## src/pkg/sadc_pkg.sv

```systemverilog
`default_nettype none
package sadc_pkg;
    localparam int RES_W = 16;
    localparam int CLK_PERIOD_NS = 4;
    // Conversion timing, internal oscillator
    localparam int CONV_MAX_NS = 1500;
    localparam int CONV_CYC = CONV_MAX_NS / CLK_PERIOD_NS;
    localparam int CONV_CW = $clog2(CONV_CYC + 1);
    localparam int ACQ_START_NS = 527;
    localparam int ACQ_START_CYC = (ACQ_START_NS + CLK_PERIOD_NS - 1) / CLK_PERIOD_NS;
    // Supply reset recovery
    localparam int POR_WAIT_NS = 20000;
    localparam int POR_WAIT_CYC = (POR_WAIT_NS + CLK_PERIOD_NS - 1) / CLK_PERIOD_NS;
    // Start pulse: extra edges only inside this span
    localparam int CNV_EDGE_NS = 40;
    localparam int CNV_HIGH_CYC = CNV_EDGE_NS / CLK_PERIOD_NS;
    // Dip and re-rise of the start pin inside that span
    localparam int CNV_DIP_CYC = 2;
    localparam int CNV_REDO_CYC = 5;
    // Shift clock: 250 MHz / 6 = 41.7 MHz
    localparam int SCK_HALF_CYC = 3;
    localparam int SETTLE_CYC = 8;
    // Gain compression: code = in * 5 / 4, saturated
    localparam int CMP_MUL = 5;
    localparam int CMP_SHIFT = 2;
    localparam logic signed [15:0] CODE_MAX = 16'sh7fff;
    localparam logic signed [15:0] CODE_MIN = -16'sh7fff - 16'sh0001;
    localparam logic [15:0] RESULT_RST = 16'h0000;
    // Pin sampler idle levels: supply, compress off, read select high
    localparam logic [4:0] PIN_IDLE = 5'h1c;
endpackage : sadc_pkg
`default_nettype wire

```

## src/pkg/sadc_link_if.sv

```systemverilog
`timescale 1ns/1ps
`default_nettype none
interface sadc_link_if;
    logic conversion_start_input;
    logic sck;
    logic readSel;
    logic busy;
    logic sdo;
    logic sdoOe;
    logic sdoWire;
    // Released output reads low; no keeper modelled
    assign sdoWire = sdoOe & sdo;
    modport dev (
        input conversion_start_input,
        input sck,
        input readSel,
        output busy,
        output sdo,
        output sdoOe
    );
    modport hst (
        output conversion_start_input,
        output sck,
        output readSel,
        input busy,
        input sdoWire
    );
endinterface : sadc_link_if
`default_nettype wire

```

## src/sadc_adc_dev.sv

```systemverilog
`timescale 1ns/1ps
`default_nettype none
// Functional notes
// - Compression pin low scales code range
// - Reset on supply drop, then reinitialise
// - Host waits 20us after supply reset
// - Start rising edge powers up, converts
// - Start edges ignored during conversion
// - Busy high exactly while converting
// - Host moves start only near start
// - Power down and acquire after conversion
// - Acquisition begins 527ns after start
// - Conversion ends within 1.5us
// - Last result readable while powered down
// - Host disables output, stops clock idle
// - Shift only when enabled and clocked
// - Host reads after conversion completes
// - Output changes on shift clock rise
// - Result MSB held until first rise
// - Result is two's complement
// - MSB of new result at busy fall
// - Read select high releases output
module sadc_adc_dev #(
    parameter int PorInitCyc = sadc_pkg::POR_WAIT_CYC
) (
    input wire logic ref_clk,
    input wire logic nrst,
    sadc_link_if.dev link,
    input wire logic supplyOk,
    input wire logic gainCompressN,
    input wire logic signed [15:0] sampleIn,
    output logic poweredUp,
    output logic acquiring,
    output logic initDone,
    output logic [15:0] lastResult
);
    localparam int INIT_CW = $clog2(PorInitCyc + 1);
    localparam int PIN_N = 5;
    localparam int P_CNV = 0;
    localparam int P_SCK = 1;
    localparam int P_RDL = 2;
    localparam int P_CMP = 3;
    localparam int P_SUP = 4;

    typedef enum logic [1:0] {ST_INIT, ST_DOWN, ST_CONV} sadc_state_t;

    logic [PIN_N-1:0] pinS1_q;
    logic [PIN_N-1:0] pinS1_d;
    logic [PIN_N-1:0] pinS2_q;
    logic [PIN_N-1:0] pinS2_d;
    logic [PIN_N-1:0] pinS3_q;
    logic [PIN_N-1:0] pinS3_d;

    sadc_state_t state_q;
    sadc_state_t state_d;
    logic [sadc_pkg::CONV_CW-1:0] convCnt_q;
    logic [sadc_pkg::CONV_CW-1:0] convCnt_d;
    logic [INIT_CW-1:0] initCnt_q;
    logic [INIT_CW-1:0] initCnt_d;
    logic signed [15:0] sampleHold_q;
    logic signed [15:0] sampleHold_d;
    logic compressHold_q;
    logic compressHold_d;
    logic [15:0] shift_q;
    logic [15:0] shift_d;
    logic [15:0] result_q;
    logic [15:0] result_d;
    logic busy_q;
    logic busy_d;
    logic sdoOe_q;
    logic sdoOe_d;

    logic cnvRise;
    logic sckRise;
    logic outEnabled;
    logic supplyGood;
    logic [15:0] codeOut;

    function automatic logic [15:0] scaleCode(input logic signed [15:0] raw, input logic compress);
        logic signed [18:0] wide;
        wide = 19'(19'(raw) * 19'(sadc_pkg::CMP_MUL)) >>> sadc_pkg::CMP_SHIFT;
        if (!compress)
        begin
            scaleCode = raw;
        end
        else if (wide > 19'(sadc_pkg::CODE_MAX))
        begin
            scaleCode = sadc_pkg::CODE_MAX;
        end
        else if (wide < 19'(sadc_pkg::CODE_MIN))
        begin
            scaleCode = sadc_pkg::CODE_MIN;
        end
        else
        begin
            scaleCode = wide[15:0];
        end
    endfunction : scaleCode

    // Every pin crosses two flops; third stage only for edge finding
    always_comb
    begin
        pinS1_d = {supplyOk, gainCompressN, link.readSel, link.sck, link.conversion_start_input};
        pinS2_d = pinS1_q;
        pinS3_d = pinS2_q;
    end

    always_ff @(posedge ref_clk)
    begin
        if (!nrst)
        begin
            // Idle levels, so no false edge or output enable follows reset
            pinS1_q <= sadc_pkg::PIN_IDLE;
            pinS2_q <= sadc_pkg::PIN_IDLE;
            pinS3_q <= sadc_pkg::PIN_IDLE;
        end
        else
        begin
            pinS1_q <= pinS1_d;
            pinS2_q <= pinS2_d;
            pinS3_q <= pinS3_d;
        end
    end

    assign cnvRise = pinS2_q[P_CNV] & ~pinS3_q[P_CNV];
    assign sckRise = pinS2_q[P_SCK] & ~pinS3_q[P_SCK];
    assign outEnabled = ~pinS2_q[P_RDL];
    assign supplyGood = pinS2_q[P_SUP];
    assign codeOut = scaleCode(sampleHold_q, compressHold_q);

    always_comb
    begin
        state_d = state_q;
        convCnt_d = convCnt_q;
        initCnt_d = initCnt_q;
        sampleHold_d = sampleHold_q;
        compressHold_d = compressHold_q;
        shift_d = shift_q;
        result_d = result_q;
        busy_d = busy_q;
        sdoOe_d = outEnabled;
        if (sckRise && outEnabled)
        begin
            shift_d = {shift_q[14:0], 1'b0};
        end
        if (!supplyGood)
        begin
            // Supply drop: clear busy, shift register and result, restart the init period
            state_d = ST_INIT;
            initCnt_d = '0;
            busy_d = 1'b0;
            shift_d = sadc_pkg::RESULT_RST;
            result_d = sadc_pkg::RESULT_RST;
        end
        else
        begin
            unique case (state_q)
                ST_INIT:
                begin
                    // Start edges during reinit are dropped
                    if (initCnt_q == INIT_CW'(PorInitCyc - 1))
                    begin
                        state_d = ST_DOWN;
                    end
                    else
                    begin
                        initCnt_d = initCnt_q + 1'b1;
                    end
                end
                ST_DOWN:
                begin
                    // Shifting of the held result carries on here
                    if (cnvRise)
                    begin
                        state_d = ST_CONV;
                        convCnt_d = '0;
                        busy_d = 1'b1;
                        sampleHold_d = sampleIn;
                        compressHold_d = ~pinS2_q[P_CMP];
                    end
                end
                ST_CONV:
                begin
                    // No cnvRise check: the start pin is ignored here
                    if (convCnt_q == sadc_pkg::CONV_CW'(sadc_pkg::CONV_CYC - 1))
                    begin
                        state_d = ST_DOWN;
                        busy_d = 1'b0;
                        result_d = codeOut;
                        // Load wins over a shift in the same cycle
                        shift_d = codeOut;
                    end
                    else
                    begin
                        convCnt_d = convCnt_q + 1'b1;
                    end
                end
            endcase
        end
    end

    always_ff @(posedge ref_clk)
    begin
        if (!nrst)
        begin
            state_q <= ST_INIT;
            convCnt_q <= '0;
            initCnt_q <= '0;
            sampleHold_q <= '0;
            compressHold_q <= 1'b0;
            shift_q <= sadc_pkg::RESULT_RST;
            result_q <= sadc_pkg::RESULT_RST;
            busy_q <= 1'b0;
            sdoOe_q <= 1'b0;
        end
        else
        begin
            state_q <= state_d;
            convCnt_q <= convCnt_d;
            initCnt_q <= initCnt_d;
            sampleHold_q <= sampleHold_d;
            compressHold_q <= compressHold_d;
            shift_q <= shift_d;
            result_q <= result_d;
            busy_q <= busy_d;
            sdoOe_q <= sdoOe_d;
        end
    end

    assign link.busy = busy_q;
    assign link.sdo = shift_q[15];
    assign link.sdoOe = sdoOe_q;
    assign poweredUp = (state_q == ST_CONV);
    // Sampling switch closes again partway through conversion
    assign acquiring = (state_q == ST_DOWN)
        || ((state_q == ST_CONV) && (convCnt_q >= sadc_pkg::CONV_CW'(sadc_pkg::ACQ_START_CYC)));
    assign initDone = (state_q != ST_INIT);
    assign lastResult = result_q;
endmodule : sadc_adc_dev
`default_nettype wire

```

## src/flat_wrapper.sv

```systemverilog
// flat-port wrapper written by rule: the top's interface ports become plain ports
module sadc_adc_dev_flat 
#(
    parameter int PorInitCyc = sadc_pkg::POR_WAIT_CYC
)
  (ref_clk, nrst, supplyOk, gainCompressN, sampleIn, poweredUp, acquiring, initDone, lastResult, link_conversion_start_input, link_sck, link_readSel, link_busy, link_sdo, link_sdoOe);
  sadc_link_if link_i ();
  input wire logic ref_clk;
  input wire logic nrst;
  input wire logic supplyOk;
  input wire logic gainCompressN;
  input wire logic signed [15:0] sampleIn;
  output logic poweredUp;
  output logic acquiring;
  output logic initDone;
  output logic [15:0] lastResult;
  input wire logic [$bits(link_i.conversion_start_input)-1:0] link_conversion_start_input;
  input wire logic [$bits(link_i.sck)-1:0] link_sck;
  input wire logic [$bits(link_i.readSel)-1:0] link_readSel;
  output wire logic [$bits(link_i.busy)-1:0] link_busy;
  output wire logic [$bits(link_i.sdo)-1:0] link_sdo;
  output wire logic [$bits(link_i.sdoOe)-1:0] link_sdoOe;
  assign link_i.conversion_start_input = link_conversion_start_input;
  assign link_i.sck = link_sck;
  assign link_i.readSel = link_readSel;
  assign link_busy = link_i.busy;
  assign link_sdo = link_i.sdo;
  assign link_sdoOe = link_i.sdoOe;
  sadc_adc_dev #(.PorInitCyc(PorInitCyc)) u_core (.ref_clk(ref_clk), .nrst(nrst), .link(link_i), .supplyOk(supplyOk), .gainCompressN(gainCompressN), .sampleIn(sampleIn), .poweredUp(poweredUp), .acquiring(acquiring), .initDone(initDone), .lastResult(lastResult));
endmodule
```

## config.mk

```make
export PLATFORM = sky130hd
export DESIGN_NAME = sadc_adc_dev_flat
export DESIGN_NICKNAME = d
export VERILOG_FILES = /design/src/pkg/sadc_pkg.sv /design/src/pkg/sadc_link_if.sv /design/src/sadc_adc_dev.sv /design/src/flat_wrapper.sv
export SDC_FILE = /design/constraint.sdc
export NUM_CORES = 1
export LEC_CHECK = 0
export BUFFER_PORTS_ARGS = -buffer_cell sky130_fd_sc_hd__buf_4
export CAP_MARGIN = 5
export CORE_MARGIN = 4
export CORE_UTILIZATION = 30
export DETAILED_ROUTE_END_ITERATION = 16
export PLACE_DENSITY = 0.45
export SETUP_SLACK_MARGIN = 0.15
export SYNTH_ARGS = -nofsm -noshare
export SYNTH_HDL_FRONTEND = slang
export SYNTH_SLANG_ARGS = --single-unit
```

## constraint.sdc

```tcl
create_clock -name ref_clk -period 2.6 [get_ports ref_clk]
set_clock_uncertainty 0.05 [all_clocks]
set_input_delay 0 -clock ref_clk [delete_from_list [all_inputs] [get_ports ref_clk]]
set_output_delay 0 -clock ref_clk [all_outputs]
set_load 0.02 [all_outputs]
```

==> summary.md, run 1 <==
| Metric | Value |
|---|---|
| Post-synth top cells | `dfxtp_1, nand2_1, nor2_1` |
| Final slew viol count | `0` |
| DRC errors left | `0` |
| Clk_lat worst skew | `350 ps` |
| Core area | `between 10000 and 15000 um^2` |
| I/O pin cnt | `45` |
| Status | `finished with violations` |
| Final Cell Area | `7090 um^2` |
| Min-delay src | `link_conversion_start_input` |
| Cell with the most instances after synthesis | `dfxtp_1` |
| Final ANT Viol Nets | `0` |
| Final Hold Fails | `0` |
| Crit path largest cell delay | `380 ps` |
| Clock Pin Slew Worst Setup and Hold Paths | `~70 ps` |
| Post-synthesis xor/xnor area fraction | `5.33%` |
| Routed wire length | `13300 um` |
| Initial Utilization | `31.2%` |
| Post-Syn Nets | `around 590` |
| Pwr/cell area | `just under 400 nW/um^2` |
| Synth Register Bits | `87` |
| Gr usage total | `15.2%` |
| FMAX | `0.355 GHz` |
| Max IR drop VDD | `roughly 0.00029 V` |
| Non-Filler Instances | `between 800 and 900` |
| EDFF count, synth | `0` |
| Die area | `roughly 17000 um^2` |
| Drt via density | `4.87` |
| Failing checks | `negative setup slack` |
| CP endpoint kind | `flop` |
| CTS Buf Count | `9` |
| Reg-to-reg critical path startpoint | `u_core.sampleHold_q[3]` |
| Placement Rows | `44` |
| Top cells by area, synth | `dfxtp_1, ha_1, nand2_1` |
| Synth Area in Compound Gates | `18.6%` |
| Crit-path max FO | `5` |
| Antenna cells | `0` |
| Synth Instances | `529` |
| Share of layout cells above drive strength 1 | `about 37%` |
| Unrepaired setup endpoints after global routing | `true` |
| Root Driver | `clkbuf_16` |
| Area share of the largest cell type after synthesis | `around 38%` |
| Minimum clock period | `2820 ps` |
| Sequential area share after synthesis | `37.9%` |
| Fin Hold WS | `352 ps` |
| Setup WS pre-CTS | `-299 ps` |
| Post-synth cell types | `between 50 and 60` |
| CTS tree | `built` |
| Pre-Repair DR Iteration Count | `4` |
| Tcrit/Tclk final | `108%` |
| PnR Total Power | `2.73 mW` |
| Initial antenna violation count | `0` |
| Global-route wire length before repair | `approximately 21000 um` |
| Cell taking the most area after synthesis | `dfxtp_1` |
| Adder-cell share of the synthesized area | `10.4%` |
| Port Buffers | `44` |
| Nets@finish | `733` |
| Dpl cell area | `5840 um^2` |
| Arr. time, crit path | `3020 ps` |
| Worst path slowest cell | `dfxtp_4` |
| CP Launch Type | `flop` |
| Worst Hold Class | `in2reg` |
| Final setup fails | `30` |
| Cells after DPL | `~800` |
| Pin count of the biggest net entering global routing | `36` |
| Synth Area per Inst | `8.69 um^2` |
| Die Width | `132 um` |
| Clock sinks | `87` |
| WS Path Type | `reg2reg` |
| GPL Wtd Cong | `0.824` |
| Worst path cell trace | `ha_4 > ha_4 > fa_2 > a21oi_2 > o211a_1 > o211ai_1 > a21o_2 > buf_4 > nand2_4 > a31o_4 > buf_12 > a2111oi_4` |
| Filler cells | `1418` |
| Yosys warnings | `0` |
| Area growth, synth to finish | `54.1%` |
| Largest family of logic cells by synthesized area | `simple AND/OR/NAND/NOR gates` |
| Actual slew at the worst max-slew pin | `slightly below 700 ps` |
| Vias | `about 4200` |
| Worst Setup SP | `u_core.sampleHold_q[3]` |
| Mux contribution to synthesized area | `less than 1%` |
| Leakage | `2.66 nW` |
| Post-synthesis simple-gate area fraction | `23.6%` |
| Final setup margin | `-219 ps` |
| Async set-reset flop share out of synthesis | `0%` |
| Critical path required time | `2800 ps` |
| Crit path top cell by count | `ha_4` |
| Total grt overflow | `0` |
| Dominant synthesized flop cell | `dfxtp_1` |
| R2r worst-path depth | `12` |
| Cell Area, Synth | `between 4000 and 5000 um^2` |
| Wire per inst | `15.4 um` |
| H-tree levels | `3` |
| Vias in the first global route | `just over 4000` |
| Hpwl dp | `9450 um` |
| Cell count of the worst hold path | `3` |
| Slew HR | `53.8%` |
| Clk buf depth | `2` |
| Die H | `132 um` |
| MaxCap Viol Count | `0` |
| Initial DRC count | `237` |
## power breakdown
group | internal (mW) | leakage, nW | switching [mW]
logic | 0.0847 | 1.81 | 0.0607
registers | 1.34 | 0.712 | 0.00659
clock network | 0.673 | 0.132 | 0.560
total | 2.10 | 2.66 | 0.627
## repair_timing
item | in CTS | in global routing
pin swaps | 30 | 9
resized for setup | 66 | 19
cloned | 2 | 1
buffers inserted | 10 | 7
setup endpoints to repair | 32 | 32
endpoints found under the hold margin | 24 | 0
hold buffers | 25 | 0
## worst max-delay path: cells and delay by family, from the launching register on
kind	cells	cell delay, ps
flip-flops	1	380
buffers and inverters	2	300
AND/OR/NAND/NOR	1	50
adder cells (fa/ha/maj)	3	620
AO/OA/AOI/OAI	6	1330
## state kept, by name, summed over array words and instances (netlist names)
signal                 count
u_core.pinS3_q             2
u_core.sampleHold_q       16
u_core.state_q             2
u_core.pinS2_q             5
u_core.shift_q            16
u_core.initCnt_q          13
u_core.link.sdoOe          1
u_core.compressHold_q      1
u_core.link.busy           1
u_core.lastResult         16
u_core.pinS1_q             5
u_core.convCnt_q           9
## worst paths after layout
kind                             to  slack, ps
setup / recovery  u_core.shift_q[1]       -220
hold / removal    u_core.pinS1_q[0]        350
setup reg to reg  u_core.shift_q[1]       -220
hold reg to reg   u_core.pinS2_q[2]        360
## through the flow
| stage | setup TNS (ps) | util, % |
|---|---|---|
| floorplan | -473 | - |
| finish | -5220 | 48.0 |
| CTS | -4650 | 46.6 |
| global route | -8570 | 48.0 |
| detailed placement | -6670 | 39.6 |
| global placement | -5300 | 39.6 |
## cells in the final DEF (no fill, tap or decap), types with 4 or more instances in the layout
cell,netlist,final
a2111oi_4,0,9
a211oi_2,1,4
a21boi_0,17,17
a21oi_1,20,13
a21oi_2,1,6
and2_1,9,9
and3_1,15,14
buf_4,0,118
buf_6,2,5
clkbuf_16,0,10
dfxtp_1,87,73
dfxtp_2,0,11
dlygate4sd3_1,0,25
ha_1,36,13
ha_4,0,22
inv_1,15,15
mux2i_1,4,4
nand2_1,83,81
nand2b_1,7,7
nand3_1,13,11
nand4_1,5,5
nor2_1,52,51
nor2b_1,4,4
nor3_1,16,8
nor3_2,0,8
nor4_2,0,4
nor4_4,1,7
o211ai_1,5,5
o21ai_0,14,12
o21bai_1,6,5
or3_1,4,4
xnor2_1,10,9
xor2_1,18,17
## per-layer routing
layer | global-route usage [%] | share of wire [%] | vias to the layer above
met5 | 0 | 0 | -
met4 | 6.36 | 1.1 | 0
met3 | 2.63 | 3.4 | 10
met2 | 21.7 | 43 | 71
met1 | 22.5 | 52 | 1953
li1 | - | - | 2155
## logic make-up (layout without fill, tap and decap cells)
family | after synthesis | count (layout)
XOR/XNOR | 28 | 28
adder cells (fa/ha/maj) | 38 | 38
flip-flops | 87 | 87
multiplexers | 4 | 4
AND/OR/NAND/NOR | 228 | 228
AO/OA/AOI/OAI | 109 | 109
buffers and inverters | 35 | 183
## area by class of cell
type	instances	area (um^2)	area share, %
inverter	15	56.3	0.795
timing repair buffer	153	1310	18.5
clock buffer	11	243	3.43
multi-input combinational	407	3450	48.6
sequential	87	1770	24.9
clock inverter	4	30.0	0.424
tap	184	230	3.25
Note: power is estimated with default switching activity, not from simulation.
==> run 2: changes to the inputs <==
ABC_AREA = 1   (was not set)
==> summary.md, run 2 <==
| Metric | Value |
|---|---|
| WP buf/inv | `2` |
| Pin count of the biggest net entering global routing | `between 40 and 50` |
| Area of the multi-input gates | `3200 um^2` |
| Drt via density | `between 4 and 5` |
| Share of layout cells above drive strength 1 | `between 20 and 30%` |
| Setup WS pre-CTS | `-51.9 ps` |
| Met2 GRT Util | `21.5%` |
| Crit path largest cell delay | `between 400 and 500 ps` |
| Synth Area in Compound Gates | `16.0%` |
| Synth Register Bits | `87` |
| Pwr/cell area | `roughly 420 nW/um^2` |
| H-tree levels | `3` |
| Post-synthesis xor/xnor area fraction | `3.07%` |
| Die Width | `between 100 and 150 um` |
| Setup TNS | `0 ps` |
| Arr. time, crit path | `2570 ps` |
| Root Driver | `clkbuf_16` |
| Final setup margin | `198 ps` |
| Mux contribution to synthesized area | `3.48%` |
| Initial antenna violation count | `0` |
| Commonest cells after routing, fill and taps aside | `nand2_1, inv_1, dfxtp_1, a21oi_1, buf_4` |
| Dominant synthesized flop cell | `dfxtp_1` |
| Slew HR | `52.1%` |
| Cell taking the most area after synthesis | `dfxtp_1` |
| Post-Syn Nets | `just over 700` |
| Die area | `18300 um^2` |
| Actual slew at the worst max-slew pin | `717 ps` |
| Area growth, synth to finish | `34.7%` |
| Final slew viol count | `0` |
| Initial Utilization | `between 30% and 40%` |
| Hpwl dp | `8830 um` |
| Storage cell area | `1760 um^2` |
| Clock sinks | `87` |
| Cell Area, Synth | `4860 um^2` |
| Fin Hold WS | `321 ps` |
| Synth Instances | `654` |
| Pre-Repair DR Iteration Count | `4` |
| I/O pin cnt | `45` |
| GPL Wtd Cong | `0.838` |
| DRC errors left | `0` |
| Status | `finished clean` |
| Port Buffers | `44` |
| Clk buf depth | `2` |
| Vias | `4356` |
| Post-synth cell types | `37` |
| WS Path Type | `reg2reg` |
| Dpl cell area | `5430 um^2` |
| Tcrit/Tclk final | `about 90%` |
| Antenna cells | `0` |
| Met1 Resource Use GR | `~18%` |
| Final Hold Fails | `0` |
| Gr usage total | `13.5%` |
| Placement Rows | `between 40 and 50` |
| Vias in the first global route | `4079` |
| MaxCap Viol Count | `0` |
| Most common cell after layout, fill and taps aside | `nand2_1` |
| FMAX | `0.416 GHz` |
| CP Launch Type | `flop` |
| Filler cells | `1661` |
| Leakage | `2.57 nW` |
| Max IR drop VDD | `about 0.00032 V` |
| Cell with the most instances after synthesis | `nand2_1` |
| Nets@finish | `784` |
| Critical path required time | `2770 ps` |
| Routed wire length | `between 10000 and 15000 um` |
| CTS tree | `built` |
| Area share of the largest cell type after synthesis | `35.9%` |
| Minimum clock period | `2400 ps` |
| Final setup fails | `0` |
| Clk_lat worst skew | `360 ps` |
| EDFF count, synth | `0` |
| Final Cell Area | `6540 um^2` |
| Worst path slowest cell | `fa_2` |
| Largest family of logic cells by synthesized area | `simple AND/OR/NAND/NOR gates` |
| Top cells by area, synth | `dfxtp_1, nand2_1, ha_1` |
| Post-synthesis simple-gate area fraction | `23.3%` |
| Yosys warnings | `0` |
| Synth Area per Inst | `7.43 um^2` |
| Post-synth top cells | `nand2_1, dfxtp_1, a21oi_1` |
| Initial DRC count | `223` |
| Async set-reset flop share out of synthesis | `0%` |
| Global-route wire length before repair | `19900 um` |
| CTS Buf Count | `9` |
| Worst Hold Class | `in2reg` |
| Core area | `15900 um^2` |
| Crit-path max FO | `5` |
| Total grt overflow | `0` |
| Wire per inst | `12.9 um` |
| CP delay by family, top | `adder cells` |
| Sequential area share after synthesis | `35.9%` |
| Clock Pin Slew Worst Setup and Hold Paths | `70 ps` |
| Unrepaired setup endpoints after global routing | `true` |
| Global routing's busiest layer | `met2` |
| CP endpoint kind | `flop` |
| PnR Total Power | `2.74 mW` |
| Worst path cell trace | `ha_4 > ha_4 > fa_2 > nand2_2 > nand2_2 > nand3_2 > nand2_4 > nand2_4 > nand3_1 > nand2_4 > nand2_8 > buf_12 > inv_6 > o21ai_2 > nand2_2 > a21oi_1` |
| Die H | `about 140 um` |
| Met3 track demand over resource | `3.53%` |
| Final ANT Viol Nets | `0` |
| Adder-cell share of the synthesized area | `between 9 and 10%` |
run 2: cell types whose count changed after synthesis, moves of 15 or more:
| cell | previous run | this run |
|---|---|---|
| mux2_2 | 0 | 15 |
| inv_1 | 15 | 80 |
| a21boi_0 | 17 | 0 |
| nor2_1 | 52 | 29 |
| a21oi_1 | 20 | 85 |
| nand2_2 | 0 | 16 |
| o21ai_0 | 14 | 36 |
| nand2_1 | 83 | 135 |
run 2: path summary, 6_finish.rpt:
kind / from / to / slack, ps / cells after the start
hold reg to reg: u_core.pinS1_q[1] / u_core.pinS2_q[1] / 360 / 2
setup / recovery: u_core.sampleHold_q[1] / u_core.lastResult[8] / 200 / 16
hold / removal: supplyOk / u_core.pinS1_q[4] / 320 / 3
setup reg to reg: u_core.sampleHold_q[1] / u_core.lastResult[8] / 200 / 16
run 2: stage by stage:
stage | cells | utilization, %
3_3_place_gp | 902 | 34.2
4_1_cts | 943 | 38.0
5_1_grt | 945 | 41.2
3_5_place_dp | 902 | 34.2
6_report | 945 | 41.2
2_1_floorplan | 654 | -
run 2: power by group:
group / total, mW / switching, mW / internal, mW
Clock: 1.29 / 0.596 / 0.690
Combinational: 0.109 / 0.0500 / 0.0592
Sequential: 1.35 / 0.00460 / 1.34
Total: 2.74 / 0.651 / 2.09
run 2: area by class of cell:
class                      count  share of cell area (%)
clock buffer                  10                    3.65
clock inverter                 6                   0.784
inverter                      87                    5.37
multi-input combinational    460                    48.9
sequential                    87                    26.9
tap                          216                    4.13
timing repair buffer          77                    9.95
timing repair inverter         2                   0.383
run 2: cell families (layout without fill, tap and decap cells):
group	count (synthesis)	in the layout
buffers and inverters	107	182
DFF	87	87
and+or+nand+nor	249	249
AOI/OAI and AO/OA	142	142
adders and majority gates	37	37
xor gates and xnor gates	17	17
muxes	15	15
run 2: routing by layer:
metal  share of wire (%)  wire length (um)
met2                  45              5500
met5                   0                 0
met1                  50              6080
met4                 1.4               170
met3                 3.6               441
run 2: what timing repair did:
action | CTS | global route
endpoints found under the hold margin | 27 | 0
hold buffers | 24 | 0
resized for setup | 17 | 83
endpoints found under the setup margin | 30 | 32
setup buffers | 0 | 1
pin swaps | 0 | 17
cloned | 1 | 1
run 2: worst reg2reg max path, delay by kind of cell, from the launching register on:
kind | cells | cell delay [ps]
compound gates | 2 | 120
flops | 1 | 340
simple gates | 9 | 750
buf+inv | 2 | 200
fa+ha+maj | 3 | 810
